### src/verilog/asr_pkg.sv
// Constants for the serial receiver: register map, field positions and sampling phases
package asr_pkg;

  // Register byte offsets
  localparam logic [7:0] OFF_SERIAL_CONTROL_ONE   = 8'h00;
  localparam logic [7:0] OFF_SERIAL_CONTROL_TWO   = 8'h04;
  localparam logic [7:0] OFF_SERIAL_STATUS_ONE    = 8'h08;
  localparam logic [7:0] OFF_RX_BUFFER            = 8'h0C;
  localparam logic [7:0] OFF_SERIAL_CONTROL_THREE = 8'h10;

  // serial_control_one fields
  localparam int BIT_NINE_BIT_MODE = 0;
  localparam int BIT_RX_ENABLE     = 1;
  // serial_control_two fields
  localparam int BIT_RX_IRQ_ENABLE = 0;
  // serial_status_one fields
  localparam int BIT_RX_FULL       = 0;
  localparam int BIT_NOISE         = 1;
  localparam int BIT_FRAMING       = 2;
  localparam int BIT_BREAK         = 3;
  // serial_control_three fields
  localparam int BIT_RX_NINTH      = 0;

  // Reset values
  localparam logic [1:0] RST_CONTROL_ONE = 2'h0;
  localparam logic       RST_CONTROL_TWO = 1'b0;

  // Sampling phases within one bit, counted 1 to 16
  localparam logic [4:0] PH_FIRST  = 5'h01;
  localparam logic [4:0] PH_START1 = 5'h03;
  localparam logic [4:0] PH_START2 = 5'h05;
  localparam logic [4:0] PH_START3 = 5'h07;
  localparam logic [4:0] PH_DATA1  = 5'h08;
  localparam logic [4:0] PH_DATA2  = 5'h09;
  localparam logic [4:0] PH_DATA3  = 5'h0A;
  localparam logic [4:0] PH_LATE   = 5'h0C;
  localparam logic [4:0] PH_EARLY  = 5'h04;
  localparam logic [4:0] PH_LAST   = 5'h10;

  // Bit positions within a frame: 0 is the start bit
  localparam logic [3:0] IDX_STOP_8 = 4'h9;
  localparam logic [3:0] IDX_STOP_9 = 4'hA;

  // AXI responses
  localparam logic [1:0] RESP_OKAY   = 2'h0;
  localparam logic [1:0] RESP_SLVERR = 2'h2;

  typedef enum logic [0:0] {
    ST_SEARCH = 1'b0,
    ST_RECV   = 1'b1
  } asr_state_type;

endpackage

### src/verilog/asr_vote3.sv
// Three-sample majority vote with disagreement detect
`timescale 1ns/1ps
`default_nettype none

module asr_vote3 (
  input  wire logic [2:0] i_samples,
  output logic            o_majority,
  output logic            o_noisy
);

  assign o_majority = (i_samples[0] & i_samples[1]) | (i_samples[0] & i_samples[2])
                    | (i_samples[1] & i_samples[2]);
  assign o_noisy    = ~((i_samples == 3'h0) | (i_samples == 3'h7));

endmodule

`default_nettype wire

### src/verilog/asr_rx.sv
// Asynchronous serial receiver with start-bit verification, majority sampling, AXI4-Lite regs
//
// Chosen here: the register addresses and the AXI4-Lite interface to the registers.
`timescale 1ns/1ps
`default_nettype none

module asr_rx #(
  parameter int SYNC_STAGES = 2
) (
  input  wire logic        i_sys_clk,
  input  wire logic        i_reset,
  input  wire logic        i_sample_tick,
  input  wire logic        i_rx_serial,
  output logic             o_rx_irq,
  input  wire logic [7:0]  i_s_axi_awaddr,
  input  wire logic        i_s_axi_awvalid,
  output logic             o_s_axi_awready,
  input  wire logic [31:0] i_s_axi_wdata,
  input  wire logic [3:0]  i_s_axi_wstrb,
  input  wire logic        i_s_axi_wvalid,
  output logic             o_s_axi_wready,
  output logic [1:0]       o_s_axi_bresp,
  output logic             o_s_axi_bvalid,
  input  wire logic        i_s_axi_bready,
  input  wire logic [7:0]  i_s_axi_araddr,
  input  wire logic        i_s_axi_arvalid,
  output logic             o_s_axi_arready,
  output logic [31:0]      o_s_axi_rdata,
  output logic [1:0]       o_s_axi_rresp,
  output logic             o_s_axi_rvalid,
  input  wire logic        i_s_axi_rready
);

  if (SYNC_STAGES < 2) begin : g_bad_sync
    $error("SYNC_STAGES must be at least 2");
  end

  ////////////////////////////////////////////////////////////////////////////////
  // Register state

  logic                      nine_bit_mode;
  logic                      rx_enable;
  logic                      rx_irq_enable;
  logic                      rx_full_flag;
  logic                      noise_flag;
  logic                      framing_err_flag;
  logic                      break_flag;
  logic [7:0]                rx_buffer;
  logic                      rx_ninth_bit;

  ////////////////////////////////////////////////////////////////////////////////
  // Input synchronizer

  logic [SYNC_STAGES-1:0]    sync_chain;
  logic                      rx_sync;

  always_ff @(posedge i_sys_clk) begin
    if (i_reset) begin
      sync_chain <= '1;
    end else begin
      sync_chain <= {sync_chain[SYNC_STAGES-2:0], i_rx_serial};
    end
  end
  assign rx_sync = sync_chain[SYNC_STAGES-1];

  ////////////////////////////////////////////////////////////////////////////////
  // Receive sequencer

  asr_pkg::asr_state_type    state;
  logic [4:0]                phase;
  logic [4:0]                next_phase;
  logic [3:0]                bit_idx;
  logic [3:0]                stop_idx;
  logic [2:0]                history;
  logic [1:0]                vote_hold;
  logic                      vote_maj;
  logic                      vote_noisy;
  logic [8:0]                shift_reg;
  logic                      last_bit;
  logic                      noise_acc;
  logic                      tick_recv;
  logic                      fall_edge;
  logic                      realign_late;
  logic                      realign_early;
  logic                      start_found;
  logic                      start_reject;
  logic                      stop_done;
  logic                      is_break;
  logic                      buf_read;

  asr_vote3 u_vote (
    .i_samples  ({vote_hold, rx_sync}),
    .o_majority (vote_maj),
    .o_noisy    (vote_noisy)
  );

  // Phase of the sample taken at this tick
  assign next_phase = (phase == asr_pkg::PH_LAST) ? asr_pkg::PH_FIRST : phase + 5'h01;
  assign stop_idx   = nine_bit_mode ? asr_pkg::IDX_STOP_9 : asr_pkg::IDX_STOP_8;
  assign tick_recv  = i_sample_tick && (state == asr_pkg::ST_RECV);
  assign start_found = i_sample_tick && rx_enable && (state == asr_pkg::ST_SEARCH)
                     && !rx_sync && (history == 3'h7);
  assign start_reject = tick_recv && (bit_idx == 4'h0)
                      && (next_phase == asr_pkg::PH_START3) && vote_maj;
  assign stop_done  = tick_recv && (bit_idx == stop_idx)
                    && (next_phase == asr_pkg::PH_DATA3);
  assign fall_edge  = history[0] && !rx_sync;
  // A 1-to-0 change lands near the bit boundary; snap the counter to it
  assign realign_late  = tick_recv && fall_edge && last_bit && (bit_idx != 4'h0)
                       && (bit_idx < stop_idx) && (next_phase >= asr_pkg::PH_LATE);
  assign realign_early = tick_recv && fall_edge && last_bit && (bit_idx >= 4'h2)
                       && (next_phase <= asr_pkg::PH_EARLY)
                       && (next_phase != asr_pkg::PH_FIRST);
  assign is_break   = (shift_reg == 9'h000) && !vote_maj;

  always_ff @(posedge i_sys_clk) begin
    if (i_reset) begin
      history <= 3'h7;
    end else if (i_sample_tick) begin
      history <= {history[1:0], rx_sync};
    end
  end

  always_ff @(posedge i_sys_clk) begin
    if (i_reset) begin
      state   <= asr_pkg::ST_SEARCH;
      phase   <= asr_pkg::PH_FIRST;
      bit_idx <= 4'h0;
    end else if (start_found) begin
      state   <= asr_pkg::ST_RECV;
      phase   <= asr_pkg::PH_FIRST;
      bit_idx <= 4'h0;
    end else if (!rx_enable || start_reject || stop_done) begin
      state   <= asr_pkg::ST_SEARCH;
      phase   <= asr_pkg::PH_FIRST;
      bit_idx <= 4'h0;
    end else if (realign_late) begin
      phase   <= asr_pkg::PH_FIRST;
      bit_idx <= bit_idx + 4'h1;
    end else if (realign_early) begin
      phase   <= asr_pkg::PH_FIRST;
    end else if (tick_recv) begin
      phase <= next_phase;
      if (next_phase == asr_pkg::PH_FIRST) begin
        bit_idx <= bit_idx + 4'h1;
      end
    end
  end

  // Hold the first two of each three-sample group for the vote
  always_ff @(posedge i_sys_clk) begin
    if (i_reset) begin
      vote_hold <= 2'h0;
    end else if (tick_recv && ((next_phase == asr_pkg::PH_START1)
                 || (next_phase == asr_pkg::PH_START2)
                 || (next_phase == asr_pkg::PH_DATA1)
                 || (next_phase == asr_pkg::PH_DATA2))) begin
      vote_hold <= {vote_hold[0], rx_sync};
    end
  end

  always_ff @(posedge i_sys_clk) begin
    if (i_reset) begin
      shift_reg <= 9'h000;
      last_bit  <= 1'b0;
      noise_acc <= 1'b0;
    end else if (start_found) begin
      shift_reg <= 9'h000;
      last_bit  <= 1'b0;
      noise_acc <= 1'b0;
    end else if (tick_recv) begin
      if (bit_idx == 4'h0 && next_phase == asr_pkg::PH_START3 && vote_noisy && !vote_maj) begin
        noise_acc <= 1'b1;
      end
      if (next_phase == asr_pkg::PH_DATA3) begin
        if (bit_idx == 4'h0) begin
          if (vote_noisy || vote_maj) begin
            noise_acc <= 1'b1;
          end
        end else begin
          last_bit <= vote_maj;
          if (vote_noisy) begin
            noise_acc <= 1'b1;
          end
          if (bit_idx != stop_idx) begin
            shift_reg <= {vote_maj, shift_reg[8:1]};
          end
        end
      end
    end
  end

  ////////////////////////////////////////////////////////////////////////////////
  // Character completion and flags

  always_ff @(posedge i_sys_clk) begin
    if (i_reset) begin
      rx_buffer    <= 8'h00;
      rx_ninth_bit <= 1'b0;
    end else if (stop_done) begin
      if (is_break) begin
        rx_buffer    <= 8'h00;
        rx_ninth_bit <= 1'b0;
      end else if (nine_bit_mode) begin
        rx_buffer    <= shift_reg[7:0];
        rx_ninth_bit <= shift_reg[8];
      end else begin
        rx_buffer    <= shift_reg[8:1];
        rx_ninth_bit <= shift_reg[8];
      end
    end
  end

  // Hardware set wins over a software clear in the same cycle
  always_ff @(posedge i_sys_clk) begin
    if (i_reset) begin
      rx_full_flag <= 1'b0;
    end else if (stop_done) begin
      rx_full_flag <= 1'b1;
    end else if (buf_read) begin
      rx_full_flag <= 1'b0;
    end
  end

  logic                      status_w1c;
  logic [31:0]               wdata_q;

  always_ff @(posedge i_sys_clk) begin
    if (i_reset) begin
      noise_flag       <= 1'b0;
      framing_err_flag <= 1'b0;
      break_flag       <= 1'b0;
    end else begin
      if (stop_done && (noise_acc || vote_noisy)) begin
        noise_flag <= 1'b1;
      end else if (status_w1c && wdata_q[asr_pkg::BIT_NOISE]) begin
        noise_flag <= 1'b0;
      end
      if (stop_done && !vote_maj) begin
        framing_err_flag <= 1'b1;
      end else if (status_w1c && wdata_q[asr_pkg::BIT_FRAMING]) begin
        framing_err_flag <= 1'b0;
      end
      if (stop_done && is_break) begin
        break_flag <= 1'b1;
      end else if (status_w1c && wdata_q[asr_pkg::BIT_BREAK]) begin
        break_flag <= 1'b0;
      end
    end
  end

  always_ff @(posedge i_sys_clk) begin
    if (i_reset) begin
      o_rx_irq <= 1'b0;
    end else begin
      o_rx_irq <= (rx_full_flag || stop_done) && rx_irq_enable;
    end
  end

  ////////////////////////////////////////////////////////////////////////////////
  // AXI4-Lite write channel

  logic                      aw_held;
  logic                      w_held;
  logic [7:0]                awaddr_q;
  logic                      do_write;
  logic                      wdata_q_lane0;
  logic [3:0]                wstrb_q;

  assign wdata_q_lane0 = wstrb_q[0];
  assign do_write   = aw_held && w_held && !o_s_axi_bvalid;
  assign status_w1c = do_write && (awaddr_q == asr_pkg::OFF_SERIAL_STATUS_ONE)
                    && wdata_q_lane0;

  always_ff @(posedge i_sys_clk) begin
    if (i_reset) begin
      aw_held  <= 1'b0;
      awaddr_q <= 8'h00;
    end else if (i_s_axi_awvalid && o_s_axi_awready) begin
      aw_held  <= 1'b1;
      awaddr_q <= i_s_axi_awaddr;
    end else if (do_write) begin
      aw_held  <= 1'b0;
    end
  end

  always_ff @(posedge i_sys_clk) begin
    if (i_reset) begin
      w_held  <= 1'b0;
      wdata_q <= 32'h0000_0000;
      wstrb_q <= 4'h0;
    end else if (i_s_axi_wvalid && o_s_axi_wready) begin
      w_held  <= 1'b1;
      wdata_q <= i_s_axi_wdata;
      wstrb_q <= i_s_axi_wstrb;
    end else if (do_write) begin
      w_held  <= 1'b0;
    end
  end

  always_ff @(posedge i_sys_clk) begin
    if (i_reset) begin
      o_s_axi_awready <= 1'b0;
      o_s_axi_wready  <= 1'b0;
    end else begin
      o_s_axi_awready <= !aw_held && !(i_s_axi_awvalid && o_s_axi_awready);
      o_s_axi_wready  <= !w_held && !(i_s_axi_wvalid && o_s_axi_wready);
    end
  end

  always_ff @(posedge i_sys_clk) begin
    if (i_reset) begin
      o_s_axi_bvalid <= 1'b0;
      o_s_axi_bresp  <= asr_pkg::RESP_OKAY;
    end else if (do_write) begin
      o_s_axi_bvalid <= 1'b1;
      if (awaddr_q == asr_pkg::OFF_SERIAL_CONTROL_ONE
          || awaddr_q == asr_pkg::OFF_SERIAL_CONTROL_TWO
          || awaddr_q == asr_pkg::OFF_SERIAL_STATUS_ONE) begin
        o_s_axi_bresp <= asr_pkg::RESP_OKAY;
      end else begin
        o_s_axi_bresp <= asr_pkg::RESP_SLVERR;
      end
    end else if (i_s_axi_bready) begin
      o_s_axi_bvalid <= 1'b0;
    end
  end

  always_ff @(posedge i_sys_clk) begin
    if (i_reset) begin
      nine_bit_mode <= asr_pkg::RST_CONTROL_ONE[asr_pkg::BIT_NINE_BIT_MODE];
      rx_enable     <= asr_pkg::RST_CONTROL_ONE[asr_pkg::BIT_RX_ENABLE];
      rx_irq_enable <= asr_pkg::RST_CONTROL_TWO;
    end else if (do_write && wstrb_q[0]) begin
      if (awaddr_q == asr_pkg::OFF_SERIAL_CONTROL_ONE) begin
        nine_bit_mode <= wdata_q[asr_pkg::BIT_NINE_BIT_MODE];
        rx_enable     <= wdata_q[asr_pkg::BIT_RX_ENABLE];
      end else if (awaddr_q == asr_pkg::OFF_SERIAL_CONTROL_TWO) begin
        rx_irq_enable <= wdata_q[asr_pkg::BIT_RX_IRQ_ENABLE];
      end
    end
  end

  ////////////////////////////////////////////////////////////////////////////////
  // AXI4-Lite read channel

  logic                      do_read;
  assign do_read  = i_s_axi_arvalid && o_s_axi_arready;
  // Reading the buffer is what tells the block software has the byte
  assign buf_read = do_read && (i_s_axi_araddr == asr_pkg::OFF_RX_BUFFER);

  always_ff @(posedge i_sys_clk) begin
    if (i_reset) begin
      o_s_axi_arready <= 1'b0;
    end else begin
      o_s_axi_arready <= !o_s_axi_rvalid && !do_read;
    end
  end

  always_ff @(posedge i_sys_clk) begin
    if (i_reset) begin
      o_s_axi_rvalid <= 1'b0;
      o_s_axi_rdata  <= 32'h0000_0000;
      o_s_axi_rresp  <= asr_pkg::RESP_OKAY;
    end else if (do_read) begin
      o_s_axi_rvalid <= 1'b1;
      o_s_axi_rresp  <= asr_pkg::RESP_OKAY;
      o_s_axi_rdata  <= 32'h0000_0000;
      if (i_s_axi_araddr == asr_pkg::OFF_SERIAL_CONTROL_ONE) begin
        o_s_axi_rdata[asr_pkg::BIT_NINE_BIT_MODE] <= nine_bit_mode;
        o_s_axi_rdata[asr_pkg::BIT_RX_ENABLE]     <= rx_enable;
      end else if (i_s_axi_araddr == asr_pkg::OFF_SERIAL_CONTROL_TWO) begin
        o_s_axi_rdata[asr_pkg::BIT_RX_IRQ_ENABLE] <= rx_irq_enable;
      end else if (i_s_axi_araddr == asr_pkg::OFF_SERIAL_STATUS_ONE) begin
        o_s_axi_rdata[asr_pkg::BIT_RX_FULL] <= rx_full_flag;
        o_s_axi_rdata[asr_pkg::BIT_NOISE]   <= noise_flag;
        o_s_axi_rdata[asr_pkg::BIT_FRAMING] <= framing_err_flag;
        o_s_axi_rdata[asr_pkg::BIT_BREAK]   <= break_flag;
      end else if (i_s_axi_araddr == asr_pkg::OFF_RX_BUFFER) begin
        o_s_axi_rdata[7:0] <= rx_buffer;
      end else if (i_s_axi_araddr == asr_pkg::OFF_SERIAL_CONTROL_THREE) begin
        o_s_axi_rdata[asr_pkg::BIT_RX_NINTH] <= rx_ninth_bit;
      end else begin
        o_s_axi_rresp <= asr_pkg::RESP_SLVERR;
      end
    end else if (i_s_axi_rready) begin
      o_s_axi_rvalid <= 1'b0;
    end
  end

endmodule

`default_nettype wire

### config.mk
export PLATFORM = sky130hd
export DESIGN_NAME = asr_rx
export DESIGN_NICKNAME = d
export VERILOG_FILES = /design/src/verilog/asr_pkg.sv /design/src/verilog/asr_vote3.sv /design/src/verilog/asr_rx.sv
export SDC_FILE = /design/constraint.sdc
export NUM_CORES = 1
export LEC_CHECK = 0
export ABC_AREA = 0
export ABC_CLOCK_PERIOD_IN_PS = 2700
export BUFFER_PORTS_ARGS = -buffer_cell sky130_fd_sc_hd__buf_2
export CAP_MARGIN = 20
export CORE_ASPECT_RATIO = 0.9
export CORE_MARGIN = 8
export CORE_UTILIZATION = 45
export DETAILED_ROUTE_END_ITERATION = 12
export MAX_ROUTING_LAYER = met4
export PLACE_DENSITY = 0.81
export SLEW_MARGIN = 25
export SYNTH_ARGS = -nofsm -noshare
export SYNTH_HDL_FRONTEND = slang
export SYNTH_SLANG_ARGS = --single-unit
### constraint.sdc
create_clock -name i_sys_clk -period 2.7 [get_ports i_sys_clk]
set_clock_uncertainty 0.2 [all_clocks]
set_input_delay 0.27 -clock i_sys_clk [delete_from_list [all_inputs] [get_ports i_sys_clk]]
set_output_delay 0.27 -clock i_sys_clk [all_outputs]
set_load 0.05 [all_outputs]
==> summary.txt <==
CTS tree - yes
Total congestion overflow - 0
Ports - 103
Slew of the pin with the lowest slew margin - 0.6270 ns
CTS sink cnt - 75
Clk buf depth - 2
Buffers on Ports - 45
Synth-to-Final Area Change - 16.10%
Clk slew on worst S/H paths - 0.09 ns
Grt peak-use layer - met2
Clock root buffer - clkbuf_8
ANT nets after route - 0
RSZ-0062 raised after global routing - false
Worst EP required - 2.75 ns
# rows - 31
Highest Clock Rate - 0.3899 GHz
Most frequent cells in the layout - dfxtp_1, nand2_1, buf_2, a21oi_1, nor2_1
Post-synth ARST share - 0%
Final Wtd Congestion - 0.8266
GR Util met2 - 27.07%
Die height - 102.1 um
Worst path arrival time - 2.61 ns
Lkg Pwr - 1.678 nW
Distinct cells, synth - 61
Synth warn - 0
Period utilization - 95.00%
Initial drt markers - 211
DIE WIDTH - 111.7 um
Layout cells sized above 1 - 19.64%
Crit path buffers/inverters - 1
Ant. Diodes - 0
Setup bufs post-CTS - 0
Setup crit end kind - flip-flop
Starting density of the core - 46.17%
Post-DP HPWL - 5.918 mm
First-pass GRT wire length - 14.60 mm
Num CTS Buffers - 9
CP Launch Type - flip-flop
Depth of the CTS H-tree - 3
Synth Register Bits - 75
Crit-path max cell delay - 0.46 ns
Number of synthesized flops with an enable pin - 0
Max transition margin - 58.06%
Grt met3 use - 5.198%
Top_reg_cell synth - dfxtp_1
Die footprint - 11400 um^2
WS Path Type - flip-flop to flip-flop
CORE AREA - 8029 um^2
Fill cells - 740
Setup violators final - 0
Post-Synthesis Cells - 432
Worst VDD drop - 0.0004773 V
Most common cell after layout, fill and taps aside - dfxtp_1
Crit-path slowest cell - dfxtp_1
Initial antenna violation count - 0
Clock latency on the worst-skew pair - 0.36 ns
Placed Area - 3936 um^2
Syn Area/Cell - 8.582 um^2
Final hold violation count - 0
Hold Path Class - input port to flip-flop
Mean routed wirelength per cell - 14.36 um
Seq/Total Area, Yosys - 40.50%
Synth area leaders - dfxtp_1, nand2_1, a21oi_1, buf_4, mux2i_1
DR pass1 iterations - 4
Slew Viols, Final - 0
Final Net Count - 565
Post-synth top area cell - dfxtp_1
Max-cap violations - 0
Cell Pwr Density - 504.2 nW/um^2
Min Clock Period, post-route - 2.565 ns
Met1 usage - 17.67%
GRT Resource Usage Total - 15.91%
Max FFs per register - 9
Crit-path cells - ha_2 > and4_1 > nor4_4 > or3b_4 > nor4b_2 > buf_4 > mux2i_1 > nor2_1
Fin Setup TNS - 0 ns
Status - finished, final reports clean
Top cell type's share of synthesized area - 40.50%
Design Area, Final - 4304 um^2
Worst-path maximum fanout - 9
Post-Syn Area - 3707 um^2
Pin count of the biggest net entering global routing - 57
Worst path top cell family by delay - simple AND/OR/NAND/NOR gates
Detailed-route via count - 3213
Routed WL - 8.585 mm
Vias in the first global route - 3159
Drt drc - 0
Vias per Instance - 5.373
[layer usage]
metal	vias up	part of all wire [%]	wire length, um
li1	1593	-	-
met1	1517	45	3833
met2	94	48	4114
met3	9	6.2	534
met4	0	1.2	102
met5	-	0	0
[synthesized netlist by cell type, types with 2 or more instances]
| cell | number |
|---|---|
| o2111ai_1 | 2 |
| o21ai_0 | 8 |
| or3_1 | 3 |
| nand3_1 | 14 |
| nor3_1 | 14 |
| dfxtp_1 | 75 |
| buf_4 | 28 |
| xor2_1 | 2 |
| o21bai_1 | 2 |
| inv_1 | 9 |
| nor4_1 | 2 |
| a211o_1 | 5 |
| nor2b_1 | 2 |
| and3_1 | 3 |
| a211oi_1 | 2 |
| mux2_2 | 10 |
| o221a_2 | 2 |
| buf_2 | 3 |
| a22oi_1 | 7 |
| o31ai_1 | 3 |
| nor3b_1 | 3 |
| nand2_1 | 61 |
| clkbuf_1 | 12 |
| nand2b_1 | 8 |
| or2_2 | 4 |
| a21oi_1 | 43 |
| and2_1 | 4 |
| mux2i_1 | 16 |
| nand4b_1 | 3 |
| nor2_1 | 41 |
| ha_1 | 10 |
| or4_1 | 2 |
[per-stage QoR]
| step | power (mW) | util [%] | hold WS (ns) | instances | worst slack, ns |
|---|---|---|---|---|---|
| floorplan | 1.356 | - | 0.1738 | 457 | 0.2685 |
| global placement | 1.366 | 49.03 | 0.1976 | 565 | 0.1494 |
| detailed placement | 1.371 | 49.03 | 0.2369 | 565 | 0.06474 |
| CTS | 2.190 | 53.42 | 0.001207 | 598 | 0.04566 |
| global route | 2.267 | 53.61 | 0.02862 | 598 | 0.009920 |
| finish | 2.170 | 53.61 | 0.01571 | 598 | 0.1351 |
[final cells by class]
type / instances / area [um^2] / share of cell area [%]
tap: 99 / 123.9 / 2.878
timing repair buffer: 70 / 455.4 / 10.58
inverter: 9 / 33.78 / 0.7849
clock inverter: 7 / 58.81 / 1.366
multi-input combinational: 329 / 2007 / 46.63
clock buffer: 9 / 123.9 / 2.878
sequential: 75 / 1501 / 34.88
[power by group]
group	internal (mW)	leakage, nW	switching (mW)	total, mW
clock	0.346	0.0868	0.455	0.801
sequential	1.13	0.608	0.0183	1.15
combinational	0.0581	0.983	0.166	0.224
[timing repair]
| action | CTS | global route |
|---|---|---|
| gates resized for setup | 0 | 4 |
| setup endpoints to repair | 0 | 7 |
| hold buffers | 17 | 0 |
| hold endpoints to repair | 17 | 0 |
[logic make-up after synthesis]
kind of cell / after synthesis / synth area share [%]
multiplexers: 26 / 7.357
AO/OA/AOI/OAI: 86 / 14.78
flip-flops: 75 / 40.50
adder cells (fa/ha/maj): 11 / 3.645
XOR/XNOR: 3 / 0.7089
other: 1 / 0.1012
buffers and inverters: 53 / 8.302
AND/OR/NAND/NOR: 177 / 24.60
[worst paths after layout]
check                           depth (start not counted)          start  slack [ns]       endpoint
worst max-delay path                                    8       phase[0]        0.14   shift_reg[1]
worst min-delay path                                    2  i_sample_tick        0.02     history[0]
worst max register to register                          8       phase[0]        0.14   shift_reg[1]
worst min register to register                          1  sync_chain[0]        0.25  sync_chain[1]
No activity file was read; power rests on OpenSTA's default activity.
